## config.mk

```make
export PLATFORM = sky130hd
export DESIGN_NAME = coo_charger_option_one
export DESIGN_NICKNAME = d
export VERILOG_FILES = /design/src/hw/coo_pkg.sv /design/src/hw/coo_charger_option_one.sv
export SDC_FILE = /design/constraint.sdc
export NUM_CORES = 1
export LEC_CHECK = 0
export BUFFER_PORTS_ARGS = -buffer_cell sky130_fd_sc_hd__clkbuf_2
export CORE_ASPECT_RATIO = 0.6
export CORE_MARGIN = 2
export CORE_UTILIZATION = 50
export DETAILED_ROUTE_END_ITERATION = 8
export MAX_ROUTING_LAYER = met4
export PLACE_DENSITY = 0.82
export SYNTH_ARGS = -nofsm -noshare
export SYNTH_HDL_FRONTEND = slang
export SYNTH_SLANG_ARGS = --single-unit
```

## constraint.sdc

```tcl
create_clock -name ref_clk -period 1.6 [get_ports ref_clk]
set_input_delay 0.24 -clock ref_clk [delete_from_list [all_inputs] [get_ports ref_clk]]
set_output_delay 0.24 -clock ref_clk [all_outputs]
set_load 0.05 [all_outputs]
```

## src/hw/coo_pkg.sv

```systemverilog
// Package for the charger option one register bank: offsets, field layout, reset value and hot-select codes.
package coo_pkg;

    localparam logic [7:0]  OPT1_LOW_ADDR  = 8'h30;
    localparam logic [7:0]  OPT1_HIGH_ADDR = 8'h31;
    localparam logic [15:0] OPT1_RESET     = 16'h0211;

    localparam int BATT_BUF_BIT  = 7;
    localparam int HOT_SEL_HI    = 6;
    localparam int HOT_SEL_LO    = 5;
    localparam int SYS_PWR_BIT   = 4;
    localparam int IN_RES_BIT    = 3;
    localparam int CHG_RES_BIT   = 2;
    localparam int GAIN_BIT      = 1;
    localparam int LIMIT_FN_BIT  = 0;

    localparam logic [1:0] HOT_OFF  = 2'h0;
    localparam logic [1:0] HOT_VSYS = 2'h2;

    typedef struct packed {
        logic       wrEn;
        logic       rdEn;
        logic [7:0] addr;
        logic [7:0] wrData;
    } coo_req_t;

    typedef struct packed {
        logic       battCurrentBufferOn;
        logic       sysPowerSenseOn;
        logic       lowpowerHotMonitorOn;
        logic       inputSenseRes20m;
        logic       chargeSenseRes20m;
        logic       sysPowerGainHigh;
        logic       passThroughMode;
        logic       highImpedanceMode;
    } coo_ctrl_t;

endpackage
```

## src/hw/coo_charger_option_one.sv

```systemverilog
// Charger option one register bank with its high-byte control decode.
`timescale 1ns/1ns
module coo_charger_option_one (
    input  wire logic                ref_clk,
    input  wire logic                rstn,
    input  wire logic                clkEn,
    input  wire coo_pkg::coo_req_t   req,
    input  wire logic                lowPowerMode,
    input  wire logic                inputLimitPin,
    output logic [7:0]               rdData,
    output logic                     rdValid,
    output logic [15:0]              chargerOptionOne,
    output coo_pkg::coo_ctrl_t       ctrl
);
    import coo_pkg::*;

    logic [7:0]  optLow;
    logic [7:0]  optHigh;
    logic [7:0]  next_optLow;
    logic [7:0]  next_optHigh;
    logic [7:0]  next_rdData;
    logic        next_rdValid;
    coo_ctrl_t   next_ctrl;

    function automatic logic hot_decode(input logic [1:0] code);
        hot_decode = (code == HOT_VSYS);
    endfunction

    always_comb begin
        next_optLow  = optLow;
        next_optHigh = optHigh;
        next_rdData  = rdData;
        next_rdValid = 1'b0;
        if (req.wrEn) begin
            if (req.addr == OPT1_LOW_ADDR) begin
                next_optLow = req.wrData;
            end else if (req.addr == OPT1_HIGH_ADDR) begin
                next_optHigh = req.wrData;
            end
        end
        if (req.rdEn) begin
            next_rdValid = 1'b1;
            if (req.addr == OPT1_LOW_ADDR) begin
                next_rdData = optLow;
            end else if (req.addr == OPT1_HIGH_ADDR) begin
                next_rdData = optHigh;
            end else begin
                next_rdData = 8'h00;
            end
        end
    end

    always_comb begin
        next_ctrl.battCurrentBufferOn  = optHigh[BATT_BUF_BIT] & ~lowPowerMode;
        next_ctrl.sysPowerSenseOn      = optHigh[SYS_PWR_BIT] & ~lowPowerMode;
        next_ctrl.lowpowerHotMonitorOn = hot_decode(optHigh[HOT_SEL_HI:HOT_SEL_LO]);
        next_ctrl.inputSenseRes20m     = optHigh[IN_RES_BIT];
        next_ctrl.chargeSenseRes20m    = optHigh[CHG_RES_BIT];
        next_ctrl.sysPowerGainHigh     = optHigh[GAIN_BIT];
        next_ctrl.passThroughMode      = ~inputLimitPin & optHigh[LIMIT_FN_BIT];
        next_ctrl.highImpedanceMode    = ~inputLimitPin & ~optHigh[LIMIT_FN_BIT];
    end

    always_ff @(posedge ref_clk or negedge rstn) begin
        if (!rstn) begin
            optLow  <= OPT1_RESET[7:0];
            optHigh <= OPT1_RESET[15:8];
            rdData  <= 8'h00;
            rdValid <= 1'b0;
            ctrl    <= '0;
        end else if (clkEn) begin
            optLow  <= next_optLow;
            optHigh <= next_optHigh;
            rdData  <= next_rdData;
            rdValid <= next_rdValid;
            ctrl    <= next_ctrl;
        end
    end

    assign chargerOptionOne = {optHigh, optLow};
endmodule

```

== Yosys cells after proc, flatten, opt, wreduce, memory -nomap -nowiden ==
Index checks and enable logic that the tools add are counted.
Word-level totals
  register bits after elaboration: 33
  latch bits: 0
  memory bits (writable): 0
  ROM bits: 0
  input port bits: 23
  output and inout port bits: 33
  memories: 0
Operators by class
  $add $sub $neg: 0
  multiply operators: 0
  divide/modulo/power cells: 0
  magnitude comparators: 0
  equality and inequality tests: 3
  shifts and indexed selects: 0
  mux-type cells: 3
  bitwise gates (word level): 8
  reductions and logical operators: 3
Operators with widths (number)
  equality test 8 x 6 -> 1 bit (second input constant): 2
  two-way mux 8 bit: 2
  AND 1 bit: 4
  inverter 1 bit: 4
  AND reduction 4 bit: 1
  AND reduction 3 bit: 1
  equality test 2 bit (second input constant): 1
  AND reduction 2 bit: 1
  two-way mux 1 bit: 1

== Logic depth before layout (Yosys ltp) ==
Gate-level depths: netlist of run 1.
  depth after elaboration: 3
  mapped depth: 5
  mapped depth without buffers: 3

== Least setup slack after synthesis of run 1 ==
Ideal clock, no wire load.
  path type: input to register
  start: input req[10] (netlist name)
  end: register optLow[2]
  setup time: 0.125 ns
  arrival time: 1.218 ns
  data required time: 1.475 ns
  path slack: 0.258 ns
  stages: 4
  cell sequence: nor4_4 > and4b_1 > buf_4 > mux2_2
Between the ends
  cells in the longest elaborated chain, start to end: 2
RTL lines
  start, declared: RTL line coo_charger_option_one.sv:7  | input wire coo_pkg::coo_req_t req,
  equality test 8 x 6 -> 1 bit: RTL line coo_charger_option_one.sv:35  | if (req.addr == OPT1_LOW_ADDR) begin
  AND reduction 3 bit (no line)
  end signal, assigned: RTL line coo_charger_option_one.sv:66  | optLow <= OPT1_RESET[7:0];
  end signal, assigned: RTL line coo_charger_option_one.sv:72  | optLow <= next_optLow;
  end, declared: RTL line coo_charger_option_one.sv:17  | logic [7:0] optLow;
Every way passes these cells.
A chain may end at the register's enable or synchronous reset.

== Worst setup path after layout of run 1 ==
  start: register optHigh[1]
  end: output chargerOptionOne[9]
RTL lines
  start, declared: RTL line coo_charger_option_one.sv:18  | logic [7:0] optHigh;
  start signal, assigned: RTL line coo_charger_option_one.sv:67  | optHigh <= OPT1_RESET[15:8];
  start signal, assigned: RTL line coo_charger_option_one.sv:73  | optHigh <= next_optHigh;
  end, declared: RTL line coo_charger_option_one.sv:12  | output logic [15:0] chargerOptionOne,
No word-level cell between the ends.

==> impl_results.md, run 1 <==
- Antenna cells: 0
- Critical path class: flop to output pin
- # DRC: 0
- Layout cells sized above 1: 54.5%
- Highest Clock Rate: 0.742 GHz
- Crit path cell chain: clkbuf_2
- Critical path depth: 1
- Slew HR: 51.7%
- Area contributors post-synth: dfrtp_1 53%, mux2_2 15%, mux2i_1 5.6%
- H-tree depth: 2
- Setup violators final: 0
- Post-CTS Setup Inserts: 0
- Vias: 1060
- Status: complete, but fails checks
- Largest delay share family, worst path: flip-flops
- Register area: 830 µm²
- MaxCap Viol Count: 0
- Global route overflow: 0
- Later-pin clock latency in the skew report: 280 ps
- CTS tree: yes
- Buffers on Ports: 55
- Worst setup EP type: output pin
- Syn_area_per_cell: 13.3 µm²
- PwrDens: 937 mW/mm²
- Warning count from the yosys run: 0
- Final ANT Viol Nets: 0
- Routed WL: 3130 µm
- Slew @ Worst Pin: 724 ps
- Hold Buf Count CTS: 0
- Synthesis-stage register bit count: 33
- Starting density of the core: 54.7%
- Area post-placement: 0.00172 mm²
- CTS clock-pin slew for the worst setup and hold paths: 60 ps
- GRT Overall Usage: 21.4%
- Hold slack: -0.488 ps
- Filler cell count: 211
- Tot Pwr: 1.70 mW
- CP Launch Type: flop
- Vias in the first global route: 979
- Initial antenna violation count: 0
- Cell depth of the worst flop-to-flop path: 2
- Final Max Tran Viols: 0
- Area of the die: 0.00331 mm²
- Die X: 73.0 µm
- DP HPWL: 2310 µm
- Peak supply drop: 0.543 mV
- Pre-antenna DRT Iters: 4
- Sequential share of the synthesized area: 58.1%
- Worst Path Required: 1360 ps
- Largest net degree at the start of global routing: 31
- Vias per cell: 5.33
- Cell count after synthesis: 107
- Count of different cell masters after synthesis: 19
- Final nets: 189
- Leading area contributor after synthesis: dfrtp_1
- Critical path arrival: 1110 ps
- Layout Utilization: 69.5%
- Core area: 0.00261 mm²
- CP Buf/Inv Count: 1
- FP Rows: 14
- Die Y: 45.4 µm
- Multi-input gate area: 523 µm²
- Unrepaired setup endpoints after global routing: false
- Post-Layout Inst Area: 0.00181 mm²
- Clock tree root buffer cell: clkbuf_8
- CTS buffer count: 5
- Crit path max fanout: 4
- Synth Cell Area: 0.00143 mm²
- Fin. Hold Viols: 1
- Most frequent cells in the layout: 55 x clkbuf_2, 30 x dfrtp_1, 19 x mux2_2
- DR iter-0 viols: 46
- Critical Path Max Stage Delay: 550 ps
- Setup TNS: 0 ps
- Commonest non-fill, non-tap cell in the layout: clkbuf_2
- Leakage power: 0.982 nW
- Final period utilization: 84.2%
- Avg WL per Cell: 15.7 µm
- # resized after CTS: 0
- Reg-to-reg setup timing slack: 670 ps
- Worst Skew: 5.84 ps
- I/O pins: 56
- Area share of the largest cell type after synthesis: 52.6%
- RD Place Congestion: 0.742
- Slowest cell on crit path: dfstp_2
- Worst hold path class: primary input to asynchronous set/reset pin
- Syn nets: 130
- Clk sink count: 33
- Fin crit period: 1350 ps
- Failing checks: negative hold slack
- P&R area growth vs syn: 27.1%
- First-pass GRT wire length: 4770 µm
- CTS Buffer Depth: 2
registers in the layout, summed over array words and instances, names as in the netlist:
| signal | flops |
|---|---|
| ctrl | 8 |
| optHigh | 8 |
| optLow | 8 |
| rdData | 8 |
| rdValid | 1 |
layout make-up:
cell class	count	share of cell area (%)
flip-flops and latches	33	45.7
multi-input cells	61	28.8
inverters	5	1.03
repair buffers	60	17.2
clock buffers	8	4.97
well taps	32	2.21
worst paths after layout:
check | start | endpoint
max | optHigh[1] | chargerOptionOne[9]
min | rstn | ctrl[5]
max reg2reg | optHigh[1] | rdData[1]
min reg2reg | rdData[0] | rdData[0]
max in group asynchronous | rstn | rdValid
min in group ref_clk | req[2] | optLow[2]
where the power goes:
part           switching [mW]  total [mW]  leakage, nW  internal, mW
Combinational           0.139       0.203        0.492        0.0643
Clock                   0.276       0.626       0.0455         0.350
Sequential             0.0152       0.872        0.444         0.857
Total                   0.430        1.70        0.982          1.27
cell families (layout without fill, tap and decap cells):
family,Yosys count,after routing,synth area share [%]
simple gates,20,20,9.29
buf+inv,13,73,5.26
mux,28,28,21.4
compound gates,13,13,5.96
flops,33,33,58.1
per-stage QoR:
step	std cells	hold WS, ps	setup WS [ps]
3_5_place_dp	191	335	37.4
3_3_place_gp	191	321	90.6
2_1_floorplan	107	-55.6	258
4_1_cts	199	26.9	247
5_1_grt	199	53.2	228
6_report	199	-0.488	253
cells in the mapped netlist, drive strengths merged:
cell	instances
nand2	10
and2	1
and3b	1
o31ai	8
nor2	1
dfrtp	30
nand4	1
o21ai	5
clkbuf	2
buf	6
mux2	20
nor4	1
dfstp	3
and4b	1
nand3b	4
inv	5
mux2i	8
layer usage:
layer	track usage, %	vias up	share of wire (%)
met5	-	-	0
met2	32.4	46	44
met1	27.0	516	47
met3	6.42	5	7.7
met4	9.63	0	1.5
li1	-	493	-
(Power assumes the default switching activity.)
==> run 2: changes to the inputs <==
Settings changed: CORE_UTILIZATION 50 to 47, PLACE_DENSITY 0.82 to 0.78.
Clock period 1.6 ns to 1.25 ns, I/O delays scaled along.
==> impl_results.md, run 2 (synthesized netlist as in run 1, its figures left out) <==
- Status: finished clean
- Die Y: 46.7 µm
- Later-pin clock latency in the skew report: 280 ps
- Starting density of the core: 49.4%
- Final ANT Viol Nets: 0
- Reg-to-reg critical path endpoint: rdData[4]
- Pre-antenna DRT Iters: 4
- Final non-filler cell total: 214
- GRT Overall Usage: 20.4%
- Final period utilization: 96.6%
- Worst setup EP type: output pin
- Setup TNS: 0 ps
- Worst hold path class: primary input to flop
- Placed cell count: 204
- Vias: 1041
- Die X: 75.2 µm
- Area of the die: 0.00351 mm²
- Final nets: 194
- CP Launch Type: flop
- CTS buffer count: 5
- Slew @ Worst Pin: 414 ps
- Critical path depth: 1
- Fin. Hold Viols: 0
- Critical path class: flop to output pin
- Vias in the first global route: 974
- CTS tree: yes
- CTS clock-pin slew for the worst setup and hold paths: 60 ps
- Tot Pwr: 2.14 mW
- DR iter-0 viols: 47
- Leakage power: 1.02 nW
- P&R area growth vs syn: 34.8%
- Antenna cells: 0
- Crit path max fanout: 4
- Largest net degree at the start of global routing: 34
- I/O pins: 56
- Filler cell count: 247
- # DRC: 0
- Critical Path Max Stage Delay: 560 ps
- Peak supply drop: 0.653 mV
- DP HPWL: 2380 µm
- Worst Path Required: 1060 ps
- Critical R2R Launch: optLow[4]
- Worst hold path endpoint: optHigh[2]
- Layout Utilization: 66.6%
- Crit path cell chain: clkbuf_8
- Final Max Tran Viols: 0
- Slowest cell on crit path: dfstp_2
- CTS Buffer Depth: 2
- Clk sink count: 33
- Cell depth of the worst flop-to-flop path: 2
- First-pass GRT wire length: 4770 µm
- MaxCap Viol Count: 0
- Fin crit period: 1210 ps
- Clock tree root buffer cell: clkbuf_8
- Area post-placement: 0.00181 mm²
- CP Buf/Inv Count: 1
- Initial antenna violation count: 0
- Worst Skew: 5.36 ps
- Commonest non-fill, non-tap cell in the layout: clkbuf_2
- FP Rows: 15
- H-tree depth: 2
- Most frequent cells in the layout: 51 x clkbuf_2, 30 x dfrtp_1, 14 x mux2_2
- Setup violators final: 0
- Slew HR: 72.4%
- Worst hold path depth: 2
- Buffers on Ports: 55
- Vias per cell: 4.86
- Layout cells sized above 1: 55.2%
- RD Place Congestion: 0.761
- Highest Clock Rate: 0.828 GHz
- Core area: 0.00289 mm²
- Avg WL per Cell: 14.8 µm
- Critical path arrival: 1020 ps
- PwrDens: 1110 mW/mm²
- Hold Startpoint: req[2]
- Routed WL: 3180 µm
- Reg-to-reg setup timing slack: 290 ps
- Largest delay share family, worst path: flip-flops
- Post-Layout Inst Area: 0.00192 mm²
- Global route overflow: 0
==> run 2: per-layer routing <==
| layer | part of all wire (%) | up-vias | GRT usage (%) |
|---|---|---|---|
| met2 | 43 | 38 | 27.7 |
| met3 | 6.9 | 5 | 6.78 |
| met4 | 0.79 | 0 | 7.37 |
| met5 | 0 | - | - |
| met1 | 49 | 495 | 28.4 |
| li1 | - | 503 | - |
==> run 2: worst max-delay path by stage <==
stage / start / to
global route: req[10] / optLow[2]
detailed placement: req[14] / optLow[3]
CTS: optLow[4] / chargerOptionOne[4]
finish: optHigh[1] / chargerOptionOne[9]
global placement: req[14] / optLow[7]
floorplan: req[14] / optLow[1]
==> run 2: timing repair <==
action,4_1_cts,5_1_grt
hold buffers,1,0
setup buffers,0,1
pin swaps,0,2
resized for setup,4,4
endpoints found under the hold margin,30,0
endpoints found under the setup margin,3,8
==> run 2: area by class of cell <==
type | instances | area (µm²) | area share, %
clock buffer | 8 | 80.1 | 4.16
inverter | 5 | 18.8 | 0.975
multi-input combinational | 61 | 546 | 28.3
sequential | 33 | 830 | 43.1
tap | 42 | 52.6 | 2.73
timing repair buffer | 65 | 398 | 20.7
==> run 2: power by group <==
| group | internal, mW | leakage, nW | total [mW] | switching, mW |
|---|---|---|---|---|
| sequential | 1.10 | 0.444 | 1.12 | 0.0198 |
| clock | 0.395 | 0.0395 | 0.741 | 0.346 |
| combinational | 0.0994 | 0.533 | 0.279 | 0.180 |
==> run 2: metrics by stage <==
| stage | hold WS, ps | setup WS (ps) |
|---|---|---|
| 4_1_cts | 154 | 4.66 |
| 3_3_place_gp | 228 | -200 |
| 2_1_floorplan | -108 | -26.4 |
| 3_5_place_dp | 233 | -240 |
| 6_report | 162 | 42.6 |
| 5_1_grt | 154 | -8.05 |
==> run 3: changes to the inputs <==
Settings changed: CORE_UTILIZATION 47 to 50, CTS_BUF_LIST from default to sky130_fd_sc_hd__clkbuf_4, PLACE_DENSITY 0.78 to 0.82.
==> impl_results.md, run 3 (synthesized netlist as in run 1, its figures left out) <==
- Status: finished clean
- Slew @ Worst Pin: 417 ps
- Vias per cell: 5.29
- Slowest cell on crit path: dfstp_2
- Hold Startpoint: req[5]
- Worst setup EP type: output pin
- Critical path arrival: 1060 ps
- CTS tree: yes
- Final Max Tran Viols: 0
- P_int: 1.44 mW
- Worst setup margin: 0.361 ps
- DR iter-0 viols: 95
- Sw Share: 27.9%
- Worst Path Required: 1060 ps
- Clock tree root buffer cell: clkbuf_4
- CTS clock-pin slew for the worst setup and hold paths: 110 ps
- Power share of the clock group: 29.6%
- Slew HR: 72.2%
- Starting density of the core: 54.7%
- Worst hold path endpoint: optLow[5]
- Vias: 1101
- Crit path cell chain: clkbuf_16
- Global route overflow: 0
- Worst hold path depth: 2
- Worst Skew: 12.8 ps
- PwrDens: 1020 mW/mm²
- Largest net degree at the start of global routing: 34
- GRT Overall Usage: 22.6%
- Place WS: -267 ps
- CTS Buffer Depth: 2
- Unrepaired setup endpoints after global routing: true
- Buffers on Ports: 55
- Vias in the first global route: 1106
- Cell depth of the worst flop-to-flop path: 3
- Critical R2R Launch: optLow[4]
- Final ANT Viol Nets: 0
- Final nets: 198
- Critical Path Max Stage Delay: 570 ps
- Commonest non-fill, non-tap cell in the layout: clkbuf_2
- MaxCap Viol Count: 0
- Setup violators final: 0
- Clk sink count: 33
- I/O pins: 56
- CP Launch Type: flop
- Worst hold path class: primary input to flop
- Sequential power share: 55.9%
- # DRC: 0
- Area post-placement: 0.00178 mm²
- Peak supply drop: 0.805 mV
- Final non-filler cell total: 208
- Crit path max fanout: 2
- DP HPWL: 2280 µm
- Fin. Hold Viols: 0
- Leakage power: 1.05 nW
- Switching power: 556 µW
- Placed cell count: 194
- Pre-antenna DRT Iters: 4
- Avg WL per Cell: 15.6 µm
- Combinational share of power: 14.5%
- P&R area growth vs syn: 36.4%
- Highest Clock Rate: 0.800 GHz
- Layout cells sized above 1: 58.0%
- FP Rows: 14
- First-pass GRT wire length: 5170 µm
- Largest delay share family, worst path: flip-flops
- Area of the die: 0.00331 mm²
- Hold slack: 101 ps
- Setup TNS: 0 ps
- Fin crit period: 1250 ps
- Final period utilization: 100%
- CP Buf/Inv Count: 1
- Initial antenna violation count: 0
- Reg-to-reg critical path endpoint: rdData[4]
- Later-pin clock latency in the skew report: 330 ps
- CTS buffer count: 5
- RD Place Congestion: 0.733
- Antenna cells: 0
- Post-Layout Inst Area: 0.00195 mm²
- Reg-to-reg setup timing slack: 210 ps
- Most frequent cells in the layout: 41 x clkbuf_2, 30 x dfrtp_1, 14 x mux2_2
- Core area: 0.00261 mm²
- Critical path class: flop to output pin
- Die X: 73.0 µm
- Die Y: 45.4 µm
- H-tree depth: 2
- Routed WL: 3240 µm
## run 3: changes by cell type in the layout (fill, tap and decap cells not counted)
cell / before / now
buf_12: 2 / 1
buf_2: 0 / 6
buf_4: 9 / 13
buf_6: 1 / 0
buf_8: 0 / 1
clkbuf_1: 3 / 0
clkbuf_16: 0 / 2
clkbuf_2: 51 / 41
clkbuf_4: 0 / 10
clkbuf_8: 6 / 0
clkinv_2: 0 / 2
## run 3: per-layer routing
layer  global-route usage (%)  vias up  part of all wire (%)
met5                        -        -                     0
met4                     8.15        0                  0.28
met3                     7.74        2                   6.6
met2                     33.5       54                    46
met1                     29.2      536                    48
li1                         -      509                     -
## run 3: metrics by stage
step,power (mW),util (%)
after floorplan,1.30,-
after global placement,1.40,68.3
after detailed placement,1.40,68.3
after CTS,2.01,73.6
after global routing,2.10,74.6
final,1.99,74.6
## run 3: how the worst max path moves through the flow
stage          cells after the start       from                   to  slack, ps
2_1_floorplan                      4    req[14]            optLow[1]        -30
3_3_place_gp                       5    req[14]            optLow[5]       -210
3_5_place_dp                       5    req[14]            optLow[7]       -270
4_1_cts                            1  optLow[0]  chargerOptionOne[0]        -10
5_1_grt                            1  optLow[0]  chargerOptionOne[0]        -50
6_report                           1  optLow[0]  chargerOptionOne[0]        0.4
## run 3: power by group through the flow
| stage | logic [mW] | clock network, mW | registers (mW) |
|---|---|---|---|
| 6_report | 0.289 | 0.590 | 1.11 |
| 4_1_cts | 0.285 | 0.607 | 1.11 |
| 2_1_floorplan | 0.0834 | 0 | 1.21 |
| 3_5_place_dp | 0.269 | 0 | 1.13 |
| 5_1_grt | 0.309 | 0.672 | 1.12 |
| 3_3_place_gp | 0.263 | 0 | 1.13 |
## run 3: cell type report
class | instances | area (µm²)
clock buffers | 6 | 45.0
clock inverters | 2 | 10.0
fillers | 176 | 663
inverters | 5 | 18.8
multi-input cells | 61 | 546
flip-flops and latches | 33 | 830
well taps | 32 | 40.0
repair buffers | 69 | 458
## run 3: timing repair
item | CTS | global route
setup endpoints to repair | 4 | 14
hold buffers | 1 | 0
endpoints found under the hold margin | 30 | 0
setup buffers | 3 | 2
resized for setup | 9 | 16
